--- src/relay_map.vh ---
`ifndef RELAY_MAP_VH
`define RELAY_MAP_VH

// word and channel geometry
`define RD_WORD_W 8
`define RD_SEL_W 3
`define RD_PAR_W 4
`define RD_PAR_LVL_BIT 3

// command queue
`define RD_FIFO_DEPTH 32
`define RD_FIFO_AW 5
`define RD_CMD_W 9
`define RD_CMD_KIND_BIT 8

// forced states and reset values
`define RD_ALL_ON 8'hff
`define RD_ALL_OFF 8'h00
`define RD_PAR_ON 4'hf
`define RD_PAR_OFF 4'h0

// pin synchroniser: bit order and idle levels
`define RD_PIN_W 10
`define RD_PIN_SCLK 0
`define RD_PIN_CS 1
`define RD_PIN_DIN 2
`define RD_PIN_SEL0 3
`define RD_PIN_LVL 6
`define RD_PIN_SET 7
`define RD_PIN_CLR 8
`define RD_PIN_MODE 9
`define RD_PIN_IDLE 10'h182

`endif

--- src/relay_sync.v ---
// two-stage synchroniser for a group of unrelated pins
module relay_sync #(
    parameter W = 1,
    parameter [W-1:0] IDLE = {W{1'b0}}
) (
    input wire clk,
    input wire rst_n,
    input wire [W-1:0] pin_in,
    output wire [W-1:0] pin_sync
);
    genvar i;
    generate
        for (i = 0; i < W; i = i + 1) begin : g_bit
            reg meta_q;
            reg stable_q;
            always @(posedge clk or negedge rst_n) begin
                if (!rst_n) begin
                    meta_q <= IDLE[i];
                    stable_q <= IDLE[i];
                end else begin
                    meta_q <= pin_in[i];
                    stable_q <= meta_q;
                end
            end
            assign pin_sync[i] = stable_q;
        end
    endgenerate
endmodule

--- src/relay_fifo.v ---
// synchronous queue with valid/ready on both sides and a flush
module relay_fifo #(
    parameter WIDTH = 9,
    parameter DEPTH = 32,
    parameter AW = 5
) (
    input wire clk,
    input wire rst_n,
    input wire flush,
    input wire in_valid,
    output wire in_ready,
    input wire [WIDTH-1:0] in_data,
    output wire out_valid,
    input wire out_ready,
    output wire [WIDTH-1:0] out_data
);
    reg [WIDTH-1:0] mem [0:DEPTH-1];
    reg [AW-1:0] wr_q;
    reg [AW-1:0] rd_q;
    reg [AW:0] cnt_q;
    wire push;
    wire pop;

    assign in_ready = (cnt_q != DEPTH[AW:0]);
    assign out_valid = (cnt_q != {(AW+1){1'b0}});
    assign out_data = mem[rd_q];
    assign push = in_valid & in_ready;
    assign pop = out_valid & out_ready;

    always @(posedge clk) begin
        if (push) begin
            mem[wr_q] <= in_data;
        end
    end

    always @(posedge clk or negedge rst_n) begin
        if (!rst_n) begin
            wr_q <= {AW{1'b0}};
            rd_q <= {AW{1'b0}};
            cnt_q <= {(AW+1){1'b0}};
        end else if (flush) begin
            wr_q <= {AW{1'b0}};
            rd_q <= {AW{1'b0}};
            cnt_q <= {(AW+1){1'b0}};
        end else begin
            if (push) begin
                wr_q <= (wr_q == DEPTH[AW-1:0] - 1'b1) ? {AW{1'b0}} : wr_q + 1'b1;
            end
            if (pop) begin
                rd_q <= (rd_q == DEPTH[AW-1:0] - 1'b1) ? {AW{1'b0}} : rd_q + 1'b1;
            end
            if (push && !pop) begin
                cnt_q <= cnt_q + 1'b1;
            end else if (pop && !push) begin
                cnt_q <= cnt_q - 1'b1;
            end
        end
    end
endmodule

--- src/relay_driver.v ---
// Notes on behaviour
// - eight-bit shift register; bit 7 drives channel 8, bit 0 channel 1
// - with chip select low, data is sampled on each serial clock rise
// - chip select rising copies the shift register into the output latch; here via a queue, held by update_hold, dropped when full
// - serial out shows the last stage, changing on serial clock falls
// - words travel msb first, both in and out
// - outputs keep their latched state while shifting with chip select low
// - with chip select high, serial clock and data are ignored
// - with chip select high, serial out shows the word's msb
// - after any bit count, only the last eight bits are held
// - latch update on chip select rise whatever the serial clock level
// - parallel: three select bits pick a channel, level turns it on or off
// - parallel: with chip select high, select and level have no effect
// - parallel: chip select fall captures select/level, the rise updates one channel
// - parallel: select data changed after chip select falls is not used
// - select bits form a binary index, bit 2 msb, index 0 is channel 1
// - set input low forces all latches and registers to one
// - clear input low forces all to zero and beats set
// - a channel at one pulls to power ground, at zero it floats
`include "relay_map.vh"

module relay_driver #(
    parameter DEPTH = `RD_FIFO_DEPTH,
    parameter AW = `RD_FIFO_AW
) (
    input wire clk,
    input wire rst_n,
    input wire serial_clk,
    input wire chip_sel_n,
    input wire serial_din,
    input wire channel_sel_bit0,
    input wire channel_sel_bit1,
    input wire channel_sel_bit2,
    input wire switch_level,
    input wire set_all_n,
    input wire clear_all_n,
    input wire parallel_mode,
    input wire update_hold,
    output reg serial_dout,
    output reg [`RD_WORD_W-1:0] relay_out_o,
    output reg [`RD_WORD_W-1:0] relay_out_oe,
    output reg update_ready,
    output reg update_lost
);
    wire [`RD_PIN_W-1:0] pins_raw;
    wire [`RD_PIN_W-1:0] pins;

    // every pin but update_hold is asynchronous to clk, so all ten pass the same two stages;
    // keeping them in one group keeps data aligned with the serial clock edge
    assign pins_raw = {parallel_mode, clear_all_n, set_all_n, switch_level,
                       channel_sel_bit2, channel_sel_bit1, channel_sel_bit0,
                       serial_din, chip_sel_n, serial_clk};

    relay_sync #(
        .W(`RD_PIN_W),
        .IDLE(`RD_PIN_IDLE)
    ) u_sync (
        .clk(clk),
        .rst_n(rst_n),
        .pin_in(pins_raw),
        .pin_sync(pins)
    );

    wire sclk_s = pins[`RD_PIN_SCLK];
    wire cs_s = pins[`RD_PIN_CS];
    wire din_s = pins[`RD_PIN_DIN];
    wire [`RD_SEL_W-1:0] sel_s = pins[`RD_PIN_SEL0 +: `RD_SEL_W];
    wire lvl_s = pins[`RD_PIN_LVL];
    wire set_s = ~pins[`RD_PIN_SET];
    wire clr_s = ~pins[`RD_PIN_CLR];
    wire par_mode_s = pins[`RD_PIN_MODE];

    reg sclk_prev_q;
    reg cs_prev_q;
    reg [`RD_WORD_W-1:0] shift_q;
    reg [`RD_WORD_W-1:0] shift_d;
    reg [`RD_PAR_W-1:0] par_q;
    reg [`RD_PAR_W-1:0] par_d;
    reg [`RD_WORD_W-1:0] latch_q;
    reg [`RD_WORD_W-1:0] latch_d;
    reg dout_d;

    // edges of the sampled serial clock and chip select
    wire sclk_rise = sclk_s & ~sclk_prev_q;
    wire sclk_fall = ~sclk_s & sclk_prev_q;
    wire cs_rise = cs_s & ~cs_prev_q;
    wire cs_fall = ~cs_s & cs_prev_q;
    wire shift_en = sclk_rise & ~cs_s;
    wire force_any = clr_s | set_s;

    // command queue between the chip select edge and the output latch
    wire cmd_ready;
    wire cmd_valid;
    wire [`RD_CMD_W-1:0] cmd_data;
    wire [`RD_CMD_W-1:0] cmd_in;
    wire cmd_push = cs_rise & ~force_any;
    wire cmd_pop = cmd_valid & ~update_hold;

    // the serial word is taken as it stands; in parallel mode the select and
    // level captured at the falling edge go in instead
    assign cmd_in = par_mode_s ? {1'b1, {(`RD_WORD_W-`RD_PAR_W){1'b0}}, par_q}
                               : {1'b0, shift_q};

    relay_fifo #(
        .WIDTH(`RD_CMD_W),
        .DEPTH(DEPTH),
        .AW(AW)
    ) u_fifo (
        .clk(clk),
        .rst_n(rst_n),
        .flush(force_any),
        .in_valid(cmd_push),
        .in_ready(cmd_ready),
        .in_data(cmd_in),
        .out_valid(cmd_valid),
        .out_ready(~update_hold),
        .out_data(cmd_data)
    );

    wire cmd_is_par = cmd_data[`RD_CMD_KIND_BIT];
    wire [`RD_SEL_W-1:0] cmd_sel = cmd_data[`RD_SEL_W-1:0];
    wire cmd_lvl = cmd_data[`RD_PAR_LVL_BIT];

    // shift register and parallel capture register
    always @* begin
        shift_d = shift_q;
        par_d = par_q;
        if (clr_s) begin
            shift_d = `RD_ALL_OFF;
            par_d = `RD_PAR_OFF;
        end else if (set_s) begin
            shift_d = `RD_ALL_ON;
            par_d = `RD_PAR_ON;
        end else begin
            if (shift_en && !par_mode_s) begin
                // new bits enter at bit 0 so the first bit ends in bit 7;
                // older bits fall off the top, so only the last eight remain
                shift_d = {shift_q[`RD_WORD_W-2:0], din_s};
            end
            if (cs_fall && par_mode_s) begin
                // select and level are frozen when chip select falls, so later
                // changes on those pins do not reach the outputs
                par_d = {lvl_s, sel_s};
            end
        end
    end

    // output latch, fed only from the queue apart from the set and clear forces
    always @* begin
        latch_d = latch_q;
        if (clr_s) begin
            latch_d = `RD_ALL_OFF;
        end else if (set_s) begin
            latch_d = `RD_ALL_ON;
        end else if (cmd_pop) begin
            if (cmd_is_par) begin
                latch_d[cmd_sel] = cmd_lvl;
            end else begin
                latch_d = cmd_data[`RD_WORD_W-1:0];
            end
        end
    end

    // serial out: msb while deselected, last stage on each falling edge
    always @* begin
        dout_d = serial_dout;
        if (clr_s) begin
            dout_d = 1'b0;
        end else if (set_s) begin
            dout_d = 1'b1;
        end else if (cs_s) begin
            dout_d = shift_q[`RD_WORD_W-1];
        end else if (sclk_fall) begin
            dout_d = shift_q[`RD_WORD_W-1];
        end
    end

    always @(posedge clk or negedge rst_n) begin
        if (!rst_n) begin
            sclk_prev_q <= 1'b0;
            cs_prev_q <= 1'b1;
            shift_q <= `RD_ALL_OFF;
            par_q <= `RD_PAR_OFF;
            latch_q <= `RD_ALL_OFF;
            serial_dout <= 1'b0;
            relay_out_o <= `RD_ALL_OFF;
            relay_out_oe <= `RD_ALL_OFF;
            update_ready <= 1'b1;
            update_lost <= 1'b0;
        end else begin
            sclk_prev_q <= sclk_s;
            cs_prev_q <= cs_s;
            shift_q <= shift_d;
            par_q <= par_d;
            // the latch changes only by a queued chip select rise or a force,
            // never by shifting
            latch_q <= latch_d;
            serial_dout <= dout_d;
            // open drain: the pin level is always low, the enable carries
            // the channel state so a one sinks to power ground
            relay_out_o <= `RD_ALL_OFF;
            relay_out_oe <= latch_d;
            update_ready <= cmd_ready;
            // the pins cannot be stalled, so a full queue drops the update
            update_lost <= cs_rise & ~force_any & ~cmd_ready;
        end
    end
endmodule

--- config.mk ---
export PLATFORM = sky130hd
export DESIGN_NAME = relay_driver
export DESIGN_NICKNAME = d
export VERILOG_FILES = /design/src/relay_sync.v /design/src/relay_fifo.v /design/src/relay_driver.v
export VERILOG_INCLUDE_DIRS = /design/src
export SDC_FILE = /design/constraint.sdc
export NUM_CORES = 1
export LEC_CHECK = 0
export BUFFER_PORTS_ARGS = -buffer_cell sky130_fd_sc_hd__buf_2
export CORE_ASPECT_RATIO = 0.8
export CORE_UTILIZATION = 55
export DETAILED_ROUTE_END_ITERATION = 16
export HOLD_SLACK_MARGIN = 0.15
export PLACE_DENSITY_LB_ADDON = 0.2
export SLEW_MARGIN = 10
export SYNTH_ARGS = -nofsm -noshare
export SYNTH_HDL_FRONTEND = slang
export SYNTH_SLANG_ARGS = --single-unit
--- constraint.sdc ---
create_clock -name clk -period 4 [get_ports clk]
set_clock_uncertainty 0.1 [all_clocks]
set_input_delay 0.2 -clock clk [delete_from_list [all_inputs] [get_ports clk]]
set_output_delay 0.2 -clock clk [all_outputs]
set_load 0.03 [all_outputs]
==> results.json, run 1 <==
{
  "outcome": "complete, no violations",
  "powerDensity_nw_per_um2": 473.6,
  "io_pins": 32,
  "synthTopCellsByArea": "edfxtp_1 (61%), dfrtp_1 (9.3%), mux4_2 (5.7%)",
  "drc": 0,
  "p_sw_share_pct": 21.16,
  "finalNetCount": 904,
  "ys_types": 59,
  "p_comb_share_pct": 5.4,
  "p_int_w": 0.005961,
  "final_hold_viol_count": 0,
  "relSlewSlack_pct": 22.56,
  "grt_pass1_vias": 7575,
  "cts_tree": "yes",
  "pwr-share-seq_pct": 53.6,
  "die_h_um": 145.7,
  "post_drt_via_cell_ratio": 6.264,
  "yosysWarnings": 0,
  "grt_overflow": 0,
  "syn_area_um2": 14190,
  "synthFlopType": "edfxtp_1",
  "cts.htree.levels": 2,
  "pre_cts_slack_ps": 659.0,
  "drt_wl_total_mm": 30.81,
  "fmax_mhz": 294.2,
  "hold_buffers": 12,
  "fp.dieW_um": 181.6,
  "drtIter0Drc": 1006,
  "layout-drive-gt1-share_pct": 19.69,
  "min_path_type": "primary input to flip-flop",
  "cts_setup_buffers": 0,
  "start_kind": "flip-flop",
  "min_period_ps": 3399,
  "critPathKind": "flip-flop to flip-flop",
  "cts_root_buf": "clkbuf_16",
  "syn_inst": 810,
  "antenna_found_initial": 0,
  "die-area_um2": 26450,
  "initial_utilization_pct": 56.07,
  "cts_resized": 0,
  "ys_ff_latch": 349,
  "areaGrowthSynthToFinish_pct": 12.52,
  "rows": 52,
  "synth_edf_count": 288,
  "slew_violations": 0,
  "via_count": 7692,
  "max-vdd-ir-drop_v": 0.0003446,
  "core_um2": 25310,
  "yosysMostFrequentCell": "edfxtp_1",
  "crit_arrival_ps": 3740,
  "gp_congestion": 0.8685,
  "tns_ps": 0,
  "numCtsBuffers": 34,
  "clkTransAtPathRegs_ps": 60,
  "rsz0062_at_grt": "false",
  "p_leak_nw": 5.362,
  "antenna_left": 0,
  "cts_max_path_buffers": 3,
  "grt_pass1_wl_mm": 46.87,
  "diodes": 0,
  "power.switching_w": 0.001600,
  "finalWorstSetupSlack_ps": 600.7,
  "grt_max_degree": 51,
  "syn_avg_cell_area_um2": 17.52,
  "synth_top_area_share_pct": 60.95,
  "wl_per_cell_um": 25.09,
  "p_clk_share_pct": 41.0,
  "clock-sinks": 349,
  "synth_seq_area_share_pct": 71.77,
  "worstMarginPinSlew_ps": 1152,
  "crit_fanout": 36,
  "drt_first_pass_iters": 6,
  "cap_violations": 0,
  "hpwl_mm": 19.49,
  "async_flop_share_pct": 17.48,
  "synth_common_cells": "edfxtp_1 (288), mux2i_1 (57), dfrtp_1 (53), nor2_1 (49), mux4_2 (36)",
  "io_buffers": 23,
  "crit_required_ps": 4340,
  "synth.largest_area_cell": "edfxtp_1",
  "crit_path_end_kind": "flip-flop",
  "grt_use_total_pct": 24.06,
  "fin_crit_sh_pct": 84.98,
  "finalSetupViolations": 0,
  "insertion_delay_ps": 510
}
-- logic make-up after synthesis --
group                    count (synthesis)  share of synthesized area [%]
XOR/XNOR                                 3                         0.1852
buffers and inverters                   63                          2.619
AO/OA/AOI/OAI                          125                          5.740
flip-flops                             349                          71.77
multiplexers                           118                          13.41
other                                    1                        0.02643
AND/OR/NAND/NOR                        139                          5.132
adder cells (fa/ha/maj)                 12                          1.111
-- final timing paths --
check                                       startpoint                       end  slack, ps  cells past startpoint
worst max-delay path                    u_fifo.rd_q[1]                latch_q[2]        600                      8
worst min register to register  u_sync.g_bit[0].meta_q  u_sync.g_bit[0].stable_q        250                      0
max in group asynchronous                        rst_n  u_sync.g_bit[7].stable_q       2620                      3
worst min-delay path                  channel_sel_bit2    u_sync.g_bit[5].meta_q        230                      2
min in group asynchronous                        rst_n    u_sync.g_bit[3].meta_q        300                      2
worst max register to register          u_fifo.rd_q[1]                latch_q[2]        600                      8
-- worst max-delay path, stage by stage (launching register included) --
cell and delay (ps):
dfrtp_4 840, buf_12 280, mux4_2 530, o22ai_1 350
nor4_2 140, or2b_1 310, or4_1 470, a21oi_1 130
mux2_1 160
-- per-stage QoR --
step / power (W) / cells / cell area (um^2) / hold slack [ps] / utilization [%]
floorplan: 0.004389 / 817 / 14220 / -195.6 / -
global placement: 0.004505 / 1155 / 14760 / 207.5 / 58.31
detailed placement: 0.004524 / 1155 / 14760 / 206.2 / 58.31
CTS: 0.007606 / 1228 / 15960 / 224.2 / 63.07
global route: 0.007779 / 1228 / 15970 / 227.7 / 63.09
finish: 0.007562 / 1228 / 15970 / 234.4 / 63.09
-- sequential cells by signal, indices dropped and copies added, names as in the netlist --
| name | count |
|---|---|
| u_fifo.wr_q | 5 |
| shift_q | 8 |
| cs_prev_q | 1 |
| u_fifo.cnt_q | 6 |
| u_fifo.rd_q | 5 |
| serial_dout | 1 |
| sclk_prev_q | 1 |
| u_sync.g_bit.meta_q | 10 |
| par_q | 4 |
| update_lost | 1 |
| u_fifo.mem | 288 |
| latch_q | 8 |
| u_sync.g_bit.stable_q | 10 |
| update_ready | 1 |
-- power groups by stage --
| stage | clock network [W] | registers, W | logic [W] |
|---|---|---|---|
| 4_1_cts | 0.00315 | 0.00405 | 0.000408 |
| 3_3_place_gp | 0 | 0.00412 | 0.000382 |
| 6_report | 0.00310 | 0.00405 | 0.000410 |
| 5_1_grt | 0.00328 | 0.00406 | 0.000447 |
| 3_5_place_dp | 0 | 0.00413 | 0.000397 |
| 2_1_floorplan | 0 | 0.00412 | 0.000271 |
-- per-layer routing --
layer	GRT usage [%]	vias up	share of wire, %
met5	0	-	0
met4	5.466	0	1.4
met3	3.879	41	7.5
met2	36.23	297	46
met1	37.38	3985	45
li1	-	3369	-
-- cell type report --
cell class,instances,area (um^2)
well taps,324,405.4
multi-input cells,405,3675
flip-flops and latches,349,10190
clock inverters,16,128.9
clock buffers,45,955.9
inverters,15,56.30
fillers,1768,9343
repair buffers,74,553.0
-- cell usage in the layout, fill, tap and decap left out, types with 4 or more instances in the layout --
cell           instances
a221oi_1              19
mux4_2                36
nor2b_1                5
dfstp_2                8
ha_1                  11
inv_1                 14
edfxtp_1             288
clkbuf_16             37
nor4_1                 4
mux2i_1               57
mux2_2                 8
nor2_1                49
mux4_1                16
o21ai_0               25
conb_1                 8
o22ai_1               16
a21oi_1               33
nand3b_1              11
clkinv_1               9
buf_2                 23
dfrtp_1               51
or3b_2                 4
clkbuf_1               8
dlygate4sd3_1         12
nor3_1                 8
nand3_1                9
nand2_1               24
a31oi_1               10
a22oi_1                4
buf_4                 37
No activity file was read; power rests on OpenSTA's default activity.
==> run 2, diff against run 1 <==
Clock period 4 ns to 3.3 ns, I/O delays scaled along.
==> results.json, run 2 (synthesis gave the netlist of run 1 again) <==
{
  "grt_max_degree": 35,
  "largest_registers": "u_fifo.mem (288), u_sync.g_bit.meta_q (10), u_sync.g_bit.stable_q (10)",
  "grt_overflow": 0,
  "cts_tree": "yes",
  "fp.dieW_um": 181.6,
  "antenna_left": 0,
  "outcome": "complete, no violations",
  "via_count": 7764,
  "start_kind": "flip-flop",
  "dp.cells": 1181,
  "critical-path-max-stage-delay_ps": 640,
  "initial_utilization_pct": 56.07,
  "min_path_type": "primary input to async pin",
  "r2r_slack_ps": 110,
  "wl_per_cell_um": 24.90,
  "min_period_ps": 3190,
  "slew_violations": 0,
  "core_um2": 25310,
  "cts.htree.levels": 2,
  "tns_ps": 0,
  "cap_violations": 0,
  "numCtsBuffers": 35,
  "met3_length_mm": 1.956,
  "grt_pass1_vias": 7684,
  "crit_required_ps": 3660,
  "io_buffers": 23,
  "finalSetupViolations": 0,
  "cts_max_path_buffers": 3,
  "layout-drive-gt1-share_pct": 22.52,
  "fmax_mhz": 313.5,
  "finalNetCount": 931,
  "met1Wirelength_mm": 14.63,
  "io_pins": 32,
  "clock-sinks": 349,
  "layout_common_cells": "edfxtp_1 (288), buf_4 (61), mux2i_1 (57)",
  "post_drt_via_cell_ratio": 6.196,
  "cts_setup_buffers": 0,
  "layout_commonest_cell": "edfxtp_1",
  "crit_path_end_kind": "flip-flop",
  "topRoutingLayerUsed": "met4",
  "final_hold_viol_count": 0,
  "insertion_delay_ps": 520,
  "crit_family": "simple AND/OR/NAND/NOR gates",
  "max-vdd-ir-drop_v": 0.0004672,
  "drc": 0,
  "p_leak_nw": 5.510,
  "grt_use_total_pct": 24.73,
  "hpwl_mm": 20.54,
  "powerDensity_nw_per_um2": 568.4,
  "critPathKind": "flip-flop to flip-flop",
  "slowest_stage": "dfrtp_4",
  "nFillCells": 1707,
  "die_h_um": 145.7,
  "multi_input_area_um2": 3679,
  "drt_first_pass_iters": 5,
  "largest_reg_flops": 288,
  "drt_wl_total_mm": 31.20,
  "fin_crit_sh_pct": 96.67,
  "regMostFlops": "u_fifo.mem",
  "cts_root_buf": "clkbuf_16",
  "areaGrowthSynthToFinish_pct": 14.13,
  "gp_congestion": 0.8733,
  "layoutNonFillerInstCount": 1253,
  "rsz0062_at_grt": "false",
  "clkTransAtPathRegs_ps": 70,
  "dr_wl_met2_mm": 13.85,
  "rows": 52,
  "final-seq-area_um2": 10190,
  "drtIter0Drc": 765,
  "stdcell_area_um2": 16190,
  "crit_fanout": 20,
  "dpl_cell_area_um2": 14980,
  "relSlewSlack_pct": 34.36,
  "die-area_um2": 26450,
  "worst-path-buf-inv": 1,
  "grt_pass1_wl_mm": 47.70,
  "worstMarginPinSlew_ps": 980.1,
  "crit_chain": "buf_4 > or3b_2 > o22ai_1 > nor4_2 > or2b_1 > or4_1 > a21oi_1 > mux2_1",
  "antenna_found_initial": 1,
  "crit_arrival_ps": 3550
}
==> run 2: cell types whose count changed in the layout (fill, tap and decap cells not counted), moves of 2 or more <==
cell        before  now
buf_4           37   61
buf_12           2    4
clkinvlp_4       2    0
clkinv_1         9    6
nor2b_2          3    5
inv_6            0    2
==> run 2: final cells by class <==
class | instances | area share [%]
flip-flops and latches | 349 | 62.94
multi-input cells | 405 | 22.71
clock buffers | 44 | 5.810
repair buffers | 100 | 4.775
well taps | 324 | 2.503
clock inverters | 15 | 0.8962
inverters | 15 | 0.3477
diodes | 1 | 0.01545
==> run 2: worst reg2reg max path: stages, from the launching register on <==
cell     delay (ps)
dfrtp_4         640
buf_4           280
or3b_2          510
o22ai_1         350
nor4_2          170
or2b_1          310
or4_1           480
a21oi_1         130
mux2_1          150
==> run 2: where the power goes <==
| part | total, W | switching (W) | internal [W] | leakage (nW) |
|---|---|---|---|---|
| sequential | 0.00490 | 0.0000477 | 0.00485 | 3.35 |
| combinational | 0.000524 | 0.000337 | 0.000186 | 1.63 |
| clock | 0.00378 | 0.00160 | 0.00219 | 0.531 |
| total | 0.00920 | 0.00198 | 0.00722 | 5.51 |
==> run 2: what timing repair did <==
item                                    in CTS  in global routing
endpoints found under the hold margin       47                  0
gates resized for setup                      0                  3
endpoints found under the setup margin       0                  1
hold buffers                                12                  0
==> run 2: stage by stage <==
stage,util (%),power (W),setup slack [ps],hold WS (ps)
after floorplan,-,0.005320,174.6,-230.6
after detailed placement,59.18,0.005493,186.6,171.6
after global routing,63.98,0.009470,54.09,185.3
after CTS,63.94,0.009265,145.1,166.1
final,63.99,0.009205,109.9,171.8
after global placement,59.18,0.005472,205.0,162.7
==> run 2: layer usage <==
metal	GRT usage [%]	vias to the layer above
met1	38.93	4008
met2	35.73	273
met4	7.161	0
li1	-	3424
met5	0	-
met3	4.354	59
==> run 2: final timing paths <==
check	cells after the start	to	from
worst max-delay path	8	latch_q[2]	u_fifo.rd_q[0]
worst min-delay path	2	u_sync.g_bit[4].stable_q	rst_n
worst max register to register	8	latch_q[2]	u_fifo.rd_q[0]
worst min register to register	0	u_sync.g_bit[9].stable_q	u_sync.g_bit[9].meta_q
max in group asynchronous	3	u_sync.g_bit[8].stable_q	rst_n
min in group clk	2	u_sync.g_bit[2].meta_q	serial_din
